## config.mk

```make
export PLATFORM = sky130hd
export DESIGN_NAME = keyboard_character_encoder
export DESIGN_NICKNAME = d
export VERILOG_FILES = /design/src/verilog/kbd_enc_pkg.sv /design/src/verilog/unit_tick_if.sv /design/src/verilog/unit_divider.sv /design/src/verilog/keyboard_character_encoder.sv
export VERILOG_INCLUDE_DIRS = /design/src /design/src/verilog
export SDC_FILE = /design/constraint.sdc
export NUM_CORES = 1
export LEC_CHECK = 0
export BUFFER_PORTS_ARGS = -buffer_cell sky130_fd_sc_hd__buf_2
export CELL_PAD_IN_SITES_DETAIL_PLACEMENT = 1
export CELL_PAD_IN_SITES_GLOBAL_PLACEMENT = 1
export CORE_MARGIN = 2
export CORE_UTILIZATION = 44
export CTS_CLUSTER_SIZE = 12
export DETAILED_ROUTE_END_ITERATION = 8
export PLACE_DENSITY = 0.77
export SYNTH_ARGS = -nofsm -noshare
export SYNTH_HDL_FRONTEND = slang
export SYNTH_SLANG_ARGS = --single-unit
```

## constraint.sdc

```tcl
create_clock -name clk_sys -period 23.1 [get_ports clk_sys]
set_clock_uncertainty 0.15 [all_clocks]
set_input_delay 1.155 -clock clk_sys [delete_from_list [all_inputs] [get_ports clk_sys]]
set_output_delay 1.155 -clock clk_sys [all_outputs]
set_load 0.05 [all_outputs]
```

## src/verilog/kbd_enc_defs.svh

```systemverilog
// timing and code constants for the keyboard character encoder
`ifndef KBD_ENC_DEFS_SVH
`define KBD_ENC_DEFS_SVH
`define CLK_HZ            200000000
`define OPS_PER_MIN       368
`define UNIT_HUNDREDTHS   100
`define STOP_HUNDREDTHS   142
`define CHAR_HUNDREDTHS   742
`define CODE_LETTERS      5'h1F
`define CODE_FIGURES      5'h1B
`define CODE_CR           5'h08
`define CODE_LF           5'h02
`define CODE_SPACE        5'h04
`endif

```

## src/verilog/kbd_enc_pkg.sv

```systemverilog
// types for the keyboard character encoder
package kbd_enc_pkg;
  typedef enum logic [3:0] {
    PH_IDLE  = 4'h0,
    PH_START = 4'h1,
    PH_B1    = 4'h2,
    PH_B2    = 4'h3,
    PH_B3    = 4'h4,
    PH_B4    = 4'h5,
    PH_B5    = 4'h6,
    PH_STOP  = 4'h7,
    PH_REL   = 4'h8
  } phase_t;
  typedef enum logic {
    SHIFT_LETTERS = 1'b0,
    SHIFT_FIGURES = 1'b1
  } shift_t;
endpackage

```

## src/verilog/unit_tick_if.sv

```systemverilog
// unit timing enables shared between sequencer and divider
`timescale 1ns/1ps
`default_nettype none
interface unit_tick_if;
  logic run;
  logic stop_phase;
  logic unit_tick;
  logic stop_done;
  modport div (input run, input stop_phase, output unit_tick, output stop_done);
  modport seq (output run, output stop_phase, input unit_tick, input stop_done);
endinterface
`default_nettype wire

```

## src/verilog/unit_divider.sv

```systemverilog
// divider producing unit and stop-length enables
`timescale 1ns/1ps
`default_nettype none
`include "kbd_enc_defs.svh"
module unit_divider #(
  parameter int OPS_PER_MIN = `OPS_PER_MIN,
  parameter int CLK_HZ      = `CLK_HZ
) (
  input wire logic   clk_sys,
  input wire logic   reset_n,
  unit_tick_if.div   tick
);
  // one unit = 60 s / (ops * 7.42)
  localparam longint UNIT_CYC = (longint'(CLK_HZ) * 60 * `UNIT_HUNDREDTHS) /
                                (longint'(OPS_PER_MIN) * `CHAR_HUNDREDTHS);
  localparam longint STOP_CYC = (UNIT_CYC * `STOP_HUNDREDTHS) / `UNIT_HUNDREDTHS;
  localparam int CW = $clog2(STOP_CYC + 1);
  if (OPS_PER_MIN < 1 || UNIT_CYC < 2) begin : g_rate_check
    $error("unit_divider: rate not servable");
  end
  logic [CW-1:0] cnt_ff;
  logic [CW-1:0] nxt_cnt;
  always_comb begin
    nxt_cnt = '0;
    if (tick.run && !tick.unit_tick && !tick.stop_done) begin
      nxt_cnt = cnt_ff + 1'b1;
    end
  end
  // counts only while a cycle is coupled
  // stop interval runs its own longer count, unit ticks held off there
  assign tick.unit_tick = tick.run && !tick.stop_phase && (cnt_ff == CW'(UNIT_CYC - 1));
  assign tick.stop_done = tick.run && tick.stop_phase && (cnt_ff == CW'(STOP_CYC - 1));
  always_ff @(posedge clk_sys or negedge reset_n) begin
    if (!reset_n) begin
      cnt_ff <= '0;
    end else begin
      cnt_ff <= nxt_cnt;
    end
  end
endmodule // unit_divider
`default_nettype wire

```

## src/verilog/keyboard_character_encoder.sv

```systemverilog
// keyboard front end: key latch, shift state and start-stop cycle
`timescale 1ns/1ps
`default_nettype none
`include "kbd_enc_defs.svh"
module keyboard_character_encoder #(
  parameter int OPS_PER_MIN = `OPS_PER_MIN,
  parameter int NKEYS       = 32
) (
  // clock and reset
  input  wire logic                clk_sys,
  input  wire logic                reset_n,
  // operator keys, asynchronous levels
  input  wire logic [NKEYS-1:0]    key_code_in,
  input  wire logic                key_space,
  input  wire logic                key_cr,
  input  wire logic                key_lf,
  input  wire logic                key_letters_shift,
  input  wire logic                key_figures_shift,
  input  wire logic                key_local_cr,
  input  wire logic                key_local_lf,
  input  wire logic                key_local_rev_lf,
  input  wire logic                key_line_break,
  // to signal generator
  output logic [4:0]               code_sel,
  output logic                     cycle_trip,
  output logic                     line_mark,
  output logic                     key_locked,
  output kbd_enc_pkg::shift_t      shift_mode,
  // local functions
  output logic                     local_cr,
  output logic                     local_lf,
  output logic                     local_rev_lf,
  output logic                     line_break
);
  import kbd_enc_pkg::*;
  localparam int NIN = NKEYS + 9;
  // press counter is six bits wide
  if (NKEYS < 1 || NKEYS > 56) begin : g_nkeys_check
    $error("keyboard_character_encoder: NKEYS out of range");
  end

  // code pattern per coded key; never the all-spacing code
  function automatic logic [4:0] key_pattern(input int idx);
    key_pattern = 5'((idx + 4) % 31 + 1);
  endfunction

  // two-stage input synchronisers
  logic [NIN-1:0] sync1_ff;
  logic [NIN-1:0] sync2_ff;
  always_ff @(posedge clk_sys or negedge reset_n) begin
    if (!reset_n) begin
      sync1_ff <= '0;
      sync2_ff <= '0;
    end else begin
      sync1_ff <= {key_line_break, key_local_rev_lf, key_local_lf, key_local_cr,
                   key_figures_shift, key_letters_shift, key_lf, key_cr, key_space,
                   key_code_in};
      sync2_ff <= sync1_ff;
    end
  end
  logic [NKEYS-1:0] k_code;
  logic k_space, k_cr, k_lf, k_ltr, k_fig, k_lcr, k_llf, k_rlf, k_brk;
  assign {k_brk, k_rlf, k_llf, k_lcr, k_fig, k_ltr, k_lf, k_cr, k_space, k_code} = sync2_ff;

  unit_tick_if tick ();
  unit_divider #(.OPS_PER_MIN(OPS_PER_MIN), .CLK_HZ(`CLK_HZ)) u_div (
    .clk_sys (clk_sys),
    .reset_n (reset_n),
    .tick    (tick)
  );

  phase_t      phase_ff,  nxt_phase;
  shift_t      shift_ff,  nxt_shift;
  logic [4:0]  code_ff,   nxt_code;
  logic        lock_ff,   nxt_lock;
  logic        mark_ff,   nxt_mark;
  logic        trip_ff,   nxt_trip;
  logic        lcr_ff,    nxt_lcr;
  logic        llf_ff,    nxt_llf;
  logic        rlf_ff,    nxt_rlf;
  logic        brk_ff,    nxt_brk;

  // key decode: count pressed interlocked keys, pick pattern
  logic [5:0] npress;
  logic [4:0] pat;
  logic       want_local_cr;
  logic       want_local_lf;
  always_comb begin
    npress = '0;
    pat    = '0;
    for (int i = 0; i < NKEYS; i++) begin
      if (k_code[i]) begin
        npress = npress + 6'h01;
        pat    = key_pattern(i);
      end
    end
    if (k_space) begin npress = npress + 6'h01; pat = `CODE_SPACE;   end
    if (k_cr)    begin npress = npress + 6'h01; pat = `CODE_CR;      end
    if (k_lf)    begin npress = npress + 6'h01; pat = `CODE_LF;      end
    if (k_ltr)   begin npress = npress + 6'h01; pat = `CODE_LETTERS; end
    if (k_fig)   begin npress = npress + 6'h01; pat = `CODE_FIGURES; end
    want_local_cr = k_lcr;
    want_local_lf = k_llf;
    if (k_lcr) npress = npress + 6'h01;
    if (k_llf) npress = npress + 6'h01;
  end

  assign tick.run = (phase_ff != PH_IDLE) && (phase_ff != PH_REL);
  assign tick.stop_phase = (phase_ff == PH_STOP);

  always_comb begin
    nxt_phase = phase_ff;
    nxt_shift = shift_ff;
    nxt_code  = code_ff;
    nxt_lock  = lock_ff;
    nxt_mark  = mark_ff;
    nxt_trip  = 1'b0;
    nxt_lcr   = 1'b0;
    nxt_llf   = 1'b0;
    nxt_rlf   = k_rlf;
    nxt_brk   = k_brk;
    case (phase_ff)
      PH_IDLE: begin
        nxt_mark = 1'b1;
        if (!lock_ff && npress == 6'h01) begin
          nxt_lock = 1'b1;
          if (want_local_cr || want_local_lf) begin
            nxt_lcr   = want_local_cr;
            nxt_llf   = want_local_lf;
            nxt_phase = PH_REL;
          end else begin
            nxt_code  = pat;
            if (k_ltr) nxt_shift = SHIFT_LETTERS;
            if (k_fig) nxt_shift = SHIFT_FIGURES;
            nxt_trip  = 1'b1;
            nxt_phase = PH_START;
          end
        end else if (lock_ff && npress == 6'h00) begin
          nxt_lock = 1'b0;
        end
      end
      PH_START: begin
        nxt_mark = 1'b0;
        if (tick.unit_tick) nxt_phase = PH_B1;
      end
      PH_B1, PH_B2, PH_B3, PH_B4, PH_B5: begin
        nxt_mark = code_ff[3'(phase_ff - PH_B1)];
        if (tick.unit_tick) nxt_phase = phase_t'(phase_ff + 4'h1);
      end
      PH_STOP: begin
        nxt_mark = 1'b1;
        if (tick.stop_done) begin
          nxt_code  = '0;
          nxt_phase = PH_REL;
        end
      end
      PH_REL: begin
        if (npress == 6'h00) begin
          nxt_lock  = 1'b0;
          nxt_phase = PH_IDLE;
        end
      end
      default: nxt_phase = PH_IDLE;
    endcase
  end

  always_ff @(posedge clk_sys or negedge reset_n) begin
    if (!reset_n) begin
      phase_ff <= PH_IDLE;
      shift_ff <= SHIFT_LETTERS;
      code_ff  <= '0;
      lock_ff  <= 1'b0;
      mark_ff  <= 1'b1;
      trip_ff  <= 1'b0;
      lcr_ff   <= 1'b0;
      llf_ff   <= 1'b0;
      rlf_ff   <= 1'b0;
      brk_ff   <= 1'b0;
    end else begin
      phase_ff <= nxt_phase;
      shift_ff <= nxt_shift;
      code_ff  <= nxt_code;
      lock_ff  <= nxt_lock;
      mark_ff  <= nxt_mark;
      trip_ff  <= nxt_trip;
      lcr_ff   <= nxt_lcr;
      llf_ff   <= nxt_llf;
      rlf_ff   <= nxt_rlf;
      brk_ff   <= nxt_brk;
    end
  end

  assign code_sel     = code_ff;
  assign cycle_trip   = trip_ff;
  assign line_mark    = mark_ff;
  assign key_locked   = lock_ff;
  assign shift_mode   = shift_ff;
  assign local_cr     = lcr_ff;
  assign local_lf     = llf_ff;
  assign local_rev_lf = rlf_ff;
  assign line_break   = brk_ff;
endmodule // keyboard_character_encoder
`default_nettype wire

```

Word-level counts from Yosys, hierarchy flattened
Index checks and enable logic that the tools add are counted.

Register bits: 122. Bits in latches: 0. Bits in writable memories: 0. Bits in read-only memories: 0. Input bits: 43. Logic and storage cells: 208. Memories kept: 0.

Add/subtract/negate cells: 41. Multiply operators: 0. Div/mod/pow operators: 0. Magnitude comparators: 1. Equal/unequal tests: 19. Shifts and indexed selects: 0. Mux-type cells: 106. Bitwise operators: 1. Reductions and logical operators: 27.

Operators with widths (count): 6-bit by 1-bit adder with 6-bit output (second input constant) (38); 6-bit 2-to-1 mux (38); 5-bit 2-to-1 mux (39); 23-bit == test (second input constant) (2); 4-bit 2-to-1 mux (6); 23-bit by 1-bit adder with 23-bit output (second input constant) (1); 23-bit 2-to-1 mux (1); 4-bit one-hot mux with 5 select lines (1); 4-bit by 3-bit == test with 1-bit output (second input constant) (4); 1-bit 2-to-1 mux (16); 5-bit one-hot mux with 2 select lines (1); 1-bit logical AND (9); 4-bit by 2-bit == test with 1-bit output (second input constant) (2); 2-bit != test (second input constant) (4); 4-bit AND reduction (2); 6-bit by 1-bit == test with 1-bit output (second input constant) (1); 6-bit zero test (1); 2-bit nonzero test (3); 5-bit AND reduction (1); 5-bit OR reduction (1); 4-bit by 1-bit adder with 4-bit output (second input constant) (1); 4-bit by 1-bit == test with 1-bit output (second input constant) (1); 4-bit == test (second input constant) (1); 1-bit zero test (4); 16 further kinds (17).

Logic depth before layout (Yosys ltp)
Depth after elaboration: 82. Depth in mapped cells: 131.

Modules after synthesis
A second synthesis with hierarchy kept.

Cells, all modules: 1093. Area total of the unflattened synthesis: 9975.8 um^2.

Modules (own cells, without submodules): keyboard_character_encoder (times used 1, cells each 957, area an instance 8699.6 um^2); unit_divider (times used 1, cells each 136, area an instance 1276.2 um^2).

Worst setup path before layout
No wires, ideal clock.

Path kind: reg-to-reg. Start point: register sync2_ff[0]. End point: register phase_ff[1]. Setup time: 0.128 ns. Data arrival time: 21.914 ns. Required time: 22.822 ns. Path slack: 0.909 ns. Stages on the path, launching flop included: 129. Path through: dfrtp_1 inv_1 ha_1 xor2_1 ha_1 nand2_1 o31ai_1 ha_1 mux2_2 ha_1 and2_1 clkbuf_1 or3_1 ha_1 nor2b_1 nor2_1 ha_1 nand2_1 [93 not listed] nand2_1 o21a_1 ha_1 nand2_1 nand2_1 ha_1 and3_1 nor2_1 nand2_1 or3b_1 a21boi_1 nand2_1 mux2i_1 xnor2_1 xnor3_2 mux2i_4 a21oi_2 mux2_1.

Word-level cells in the longest chain between the ends: 81.

Ends and longest elaborated chain: from (decl) (line keyboard_character_encoder.sv:49) `logic [NIN-1:0] sync2_ff;`; from (signal assigned) (line keyboard_character_encoder.sv:58) `sync2_ff <= sync1_ff;`; 1-bit 2-to-1 mux (*) (line keyboard_character_encoder.sv:92) `if (k_code[i]) begin`; 6-bit by 1-bit adder with 6-bit output (line keyboard_character_encoder.sv:93) `npress = npress + 6'h01;`; 6-bit 2-to-1 mux (*) (line keyboard_character_encoder.sv:92); 6-bit by 1-bit adder with 6-bit output (line keyboard_character_encoder.sv:93); 6-bit 2-to-1 mux (*) (line keyboard_character_encoder.sv:92); 6-bit by 1-bit adder with 6-bit output (line keyboard_character_encoder.sv:93); 6-bit 2-to-1 mux (*) (line keyboard_character_encoder.sv:92); 6-bit by 1-bit adder with 6-bit output (line keyboard_character_encoder.sv:93); [65 not listed]; 6-bit by 1-bit adder with 6-bit output (line keyboard_character_encoder.sv:104) `if (k_lcr) npress = npress + 6'h01;`; 6-bit 2-to-1 mux (*) (line keyboard_character_encoder.sv:104); 6-bit by 1-bit adder with 6-bit output (line keyboard_character_encoder.sv:105) `if (k_llf) npress = npress + 6'h01;`; 6-bit 2-to-1 mux (*) (line keyboard_character_encoder.sv:105); 6-bit by 1-bit == test with 1-bit output (line keyboard_character_encoder.sv:125) `if (!lock_ff && npress == 6'h01) begin`; 1-bit logical AND (line keyboard_character_encoder.sv:125); 2-bit != test (no source line); 5-bit AND reduction (no source line) (*); to (signal assigned) (line keyboard_character_encoder.sv:180) `phase_ff <= nxt_phase;`; to (decl) (line keyboard_character_encoder.sv:72) `phase_t phase_ff, nxt_phase;`.

Every way passes the cells marked *; elsewhere a longest branch is shown, timed or not. A chain may end at the register's enable or synchronous reset.

Worst setup path in the final report
Start point: register sync2_ff[0]. End point: register shift_ff (netlist: shift_mode).

Word-level cells in the longest chain between the ends: 80.

Ends and longest elaborated chain: 1-bit 2-to-1 mux (*) (line keyboard_character_encoder.sv:92); 6-bit by 1-bit adder with 6-bit output (line keyboard_character_encoder.sv:93); 6-bit 2-to-1 mux (*) (line keyboard_character_encoder.sv:92); 6-bit by 1-bit adder with 6-bit output (line keyboard_character_encoder.sv:93); 6-bit 2-to-1 mux (*) (line keyboard_character_encoder.sv:92); 6-bit by 1-bit adder with 6-bit output (line keyboard_character_encoder.sv:93); 6-bit 2-to-1 mux (*) (line keyboard_character_encoder.sv:92); 6-bit by 1-bit adder with 6-bit output (line keyboard_character_encoder.sv:93); [64 not listed]; 6-bit 2-to-1 mux (*) (line keyboard_character_encoder.sv:101) `` if (k_fig) begin npress = npress + 6'h01; pat = `CODE_FIGURES; end ``; 6-bit by 1-bit adder with 6-bit output (line keyboard_character_encoder.sv:104); 6-bit 2-to-1 mux (*) (line keyboard_character_encoder.sv:104); 6-bit by 1-bit adder with 6-bit output (line keyboard_character_encoder.sv:105); 6-bit 2-to-1 mux (*) (line keyboard_character_encoder.sv:105); 6-bit by 1-bit == test with 1-bit output (*) (line keyboard_character_encoder.sv:125); 1-bit logical AND (*) (line keyboard_character_encoder.sv:125); 4-bit AND reduction (no source line) (*); to (signal assigned) (line keyboard_character_encoder.sv:181) `shift_ff <= nxt_shift;`; to (decl) (line keyboard_character_encoder.sv:73) `shift_t shift_ff, nxt_shift;`.

Marks and branches as above.

==> results.sh <==
export IMPL_cp_required_ns=23.26
export IMPL_ys_ff_latch=122
export IMPL_cap_violations=0
export IMPL_cts_buffers_inserted=17
export IMPL_drc=0
export IMPL_grt_pass1_vias=9425
export IMPL_routedWlPerCell_um=19.1
export IMPL_status="finished clean"
export IMPL_worstReg2RegStart="sync2_ff[0]$_DFF_PN0_"
export IMPL_rows=56
export IMPL_slew_violations=0
export IMPL_cp_slowest_cell="or4_1"
export IMPL_grt_first_pass_wirelength_um=47600
export IMPL_arrival_ns=22.63
export IMPL_first_pass_iters=5
export IMPL_htreeDepth=4
export IMPL_finalSetupViolCount=0
export IMPL_synth_edf_count=0
export IMPL_synthTopCellsByArea="dfrtp_1 (29%), xnor2_1 (6.5%), ha_1 (5.7%)"
export IMPL_post_synth_top_count_cell="nand2_1"
export IMPL_clkTransAtPathRegs_ns=0.06
export IMPL_postSynth_asyncResetShare_pct=100
export IMPL_end_kind="flip-flop"
export IMPL_viasPerCell=5.81
export IMPL_die_h_um=157
export IMPL_die_x_um=157
export IMPL_clk_latency_ns=0.43
export IMPL_synthCells=1173
export IMPL_drt_total_wl_um=30500
export IMPL_path_max_fanout=5
export IMPL_clkSinkCount=122
export IMPL_fmax_ghz=0.0445
export IMPL_cts_root_buffer="clkbuf_16"
export IMPL_synth_avg_cell_area_um2=8.82
export IMPL_synth_area_mm2=0.0103
export IMPL_pin_count=56
export IMPL_final_antenna_net_count=0
export IMPL_dpl_cell_area_mm2=0.0110
export IMPL_fin_crit_sh_pct=97.3
export IMPL_syn_nets=1263
export IMPL_grt_max_degree=80
export IMPL_cp_slowest_stage_delay_ns=0.46
export IMPL_synthTopCellsByCount="nand2_1 (126), dfrtp_1 (121), nor2_1 (110), xnor2_1 (77), a21oi_1 (61)"
export IMPL_antenna_cells=0
export IMPL_numPortBuffers=55
export IMPL_hold_start="sync1_ff[33]$_DFF_PN0_"
export IMPL_dp_hpwl_um=21200
export IMPL_layout_nets=1354
export IMPL_synth_cell_types=100
export IMPL_timing_slew_headroom_pct=32.0
export IMPL_yosys_warnings=0
export IMPL_crit_start="sync2_ff[0]$_DFF_PN0_"
export IMPL_yosysTopAreaCellShare_pct=29.3
export IMPL_yosysSeqAreaShare_pct=29.5
export IMPL_grt_overflow_total=0
export IMPL_initial_utilization_pct=44.5
export IMPL_final_cell_area_mm2=0.0124
export IMPL_setup_slack_ns=0.630
export IMPL_place_ws_ns=-1.05
export IMPL_cp_common_cell="ha_1"
export IMPL_synth_top_cell_by_area="dfrtp_1"
export IMPL_cts_buffer_depth=2
export IMPL_start_kind="flip-flop"
export IMPL_period_needed_ns=22.47
export IMPL_holdBufCountCts=0
export IMPL_worstMarginPinSlew_ns=1.02
export IMPL_ys_flop_type="dfrtp_1"
export IMPL_cts_tree="yes"
export IMPL_hold_viol=0
export IMPL_hp_class="flip-flop to flip-flop"
export IMPL_via_count=9271
export IMPL_core_area_mm2=0.0233
export IMPL_drive_gt1_share_pct=21.8
export IMPL_die_area_mm2=0.0247
export IMPL_grt_use_total_pct=24.0
export IMPL_antenna_found_initial=0
export IMPL_path_class="flip-flop to flip-flop"
export IMPL_drt_initial_drc_count=459
export IMPL_gp_congestion=0.826
export IMPL_area_delta_synth_final_pct=19.6
-- logic make-up (layout without fill, tap and decap cells) --
group	count (synthesis)	after routing	synth area share (%)
AND/OR/NAND/NOR	460	460	21.7
AO/OA/AOI/OAI	259	259	16.9
XOR/XNOR	167	167	19.4
flip-flops	122	122	29.5
buffers and inverters	85	189	3.17
adder cells (fa/ha/maj)	48	48	5.78
multiplexers	32	32	3.56
-- critical path, delay by kind of cell (launching register included) --
| family | cells | cell delay [ns] |
|---|---|---|
| AO/OA/AOI/OAI | 32 | 4.27 |
| XOR/XNOR | 1 | 0.22 |
| adder cells (fa/ha/maj) | 36 | 9.87 |
| buffers and inverters | 8 | 0.56 |
| flip-flops | 1 | 0.40 |
| multiplexers | 3 | 0.68 |
| AND/OR/NAND/NOR | 48 | 6.20 |
-- layout by cell type (no fill, tap or decap), types with 11 or more instances in the layout --
cell | Yosys | routed
clkbuf_16 | 0 | 17
buf_2 | 3 | 54
nor3_1 | 34 | 33
buf_4 | 1 | 60
xnor3_1 | 22 | 22
o21ai_1 | 7 | 14
a21oi_1 | 61 | 56
nand4_1 | 21 | 21
nor2_1 | 110 | 105
mux2i_1 | 17 | 17
ha_4 | 0 | 14
and2_1 | 16 | 14
nand2b_1 | 14 | 11
nor2b_1 | 17 | 12
nand2_2 | 1 | 16
xor2_1 | 50 | 49
ha_1 | 47 | 32
nand2_1 | 126 | 111
nand3_1 | 49 | 49
xnor2_1 | 77 | 75
dfrtp_1 | 121 | 121
inv_1 | 40 | 37
o21ai_0 | 53 | 41
or3_1 | 14 | 13
-- area by class of cell --
type                            instances  area [um^2]
Timing Repair Buffer                  114          721
Clock buffer                           18          439
Tap cell                              319          399
Fill cell                            2743        10900
Sequential cell                       122         3050
Multi-Input combinational cell        966         7430
Clock inverter                         14          163
Inverter                               43          163
-- state kept, by name, summed over array words and instances, names as in the netlist, 4 cells and up --
| name | cells |
|---|---|
| u_div.cnt_ff | 23 |
| sync1_ff | 41 |
| phase_ff | 4 |
| sync2_ff | 41 |
| code_sel | 5 |
-- timing repair --
| item | CTS | global route |
|---|---|---|
| endpoints found under the setup margin | 14 | 14 |
| gates resized for setup | 40 | 62 |
| buffers inserted | 19 | 18 |
| pin swaps | 15 | 30 |
-- per-layer routing --
metal,up-vias,track usage [%],part of all wire (%)
met5,-,0,0
met4,0,6.67,2.0
met3,51,2.42,2.3
met2,165,42.6,52
met1,4645,31.1,44
li1,4410,-,-
-- per-stage QoR --
stage | std cells | setup TNS [ns] | hold slack [ns] | util (%)
3_3_place_gp | 1527 | 0 | 0.181 | 47.4
4_1_cts | 1578 | 0 | 0.198 | 51.2
2_1_floorplan | 1173 | 0 | 0.181 | -
5_1_grt | 1596 | -3.65 | 0.201 | 53.2
3_5_place_dp | 1527 | -12.93 | 0.186 | 47.4
6_report | 1596 | 0 | 0.195 | 53.2
-- path summary, 6_finish.rpt --
check                                          to  slack [ns]  depth (start not counted)
setup / recovery           shift_mode$_DFFE_PN0P_        0.63                        128
hold / removal             sync2_ff[33]$_DFF_PN0_        0.20                          0
setup reg to reg           shift_mode$_DFFE_PN0P_        0.63                        128
hold reg to reg            sync2_ff[33]$_DFF_PN0_        0.20                          0
max in group asynchronous  sync1_ff[24]$_DFF_PN0_       20.80                          2
min in group asynchronous  sync1_ff[40]$_DFF_PN0_        0.56                          1
Power is not shown: default switching activity piles up to over one toggle a cycle in this logic, so the estimate is an artifact.
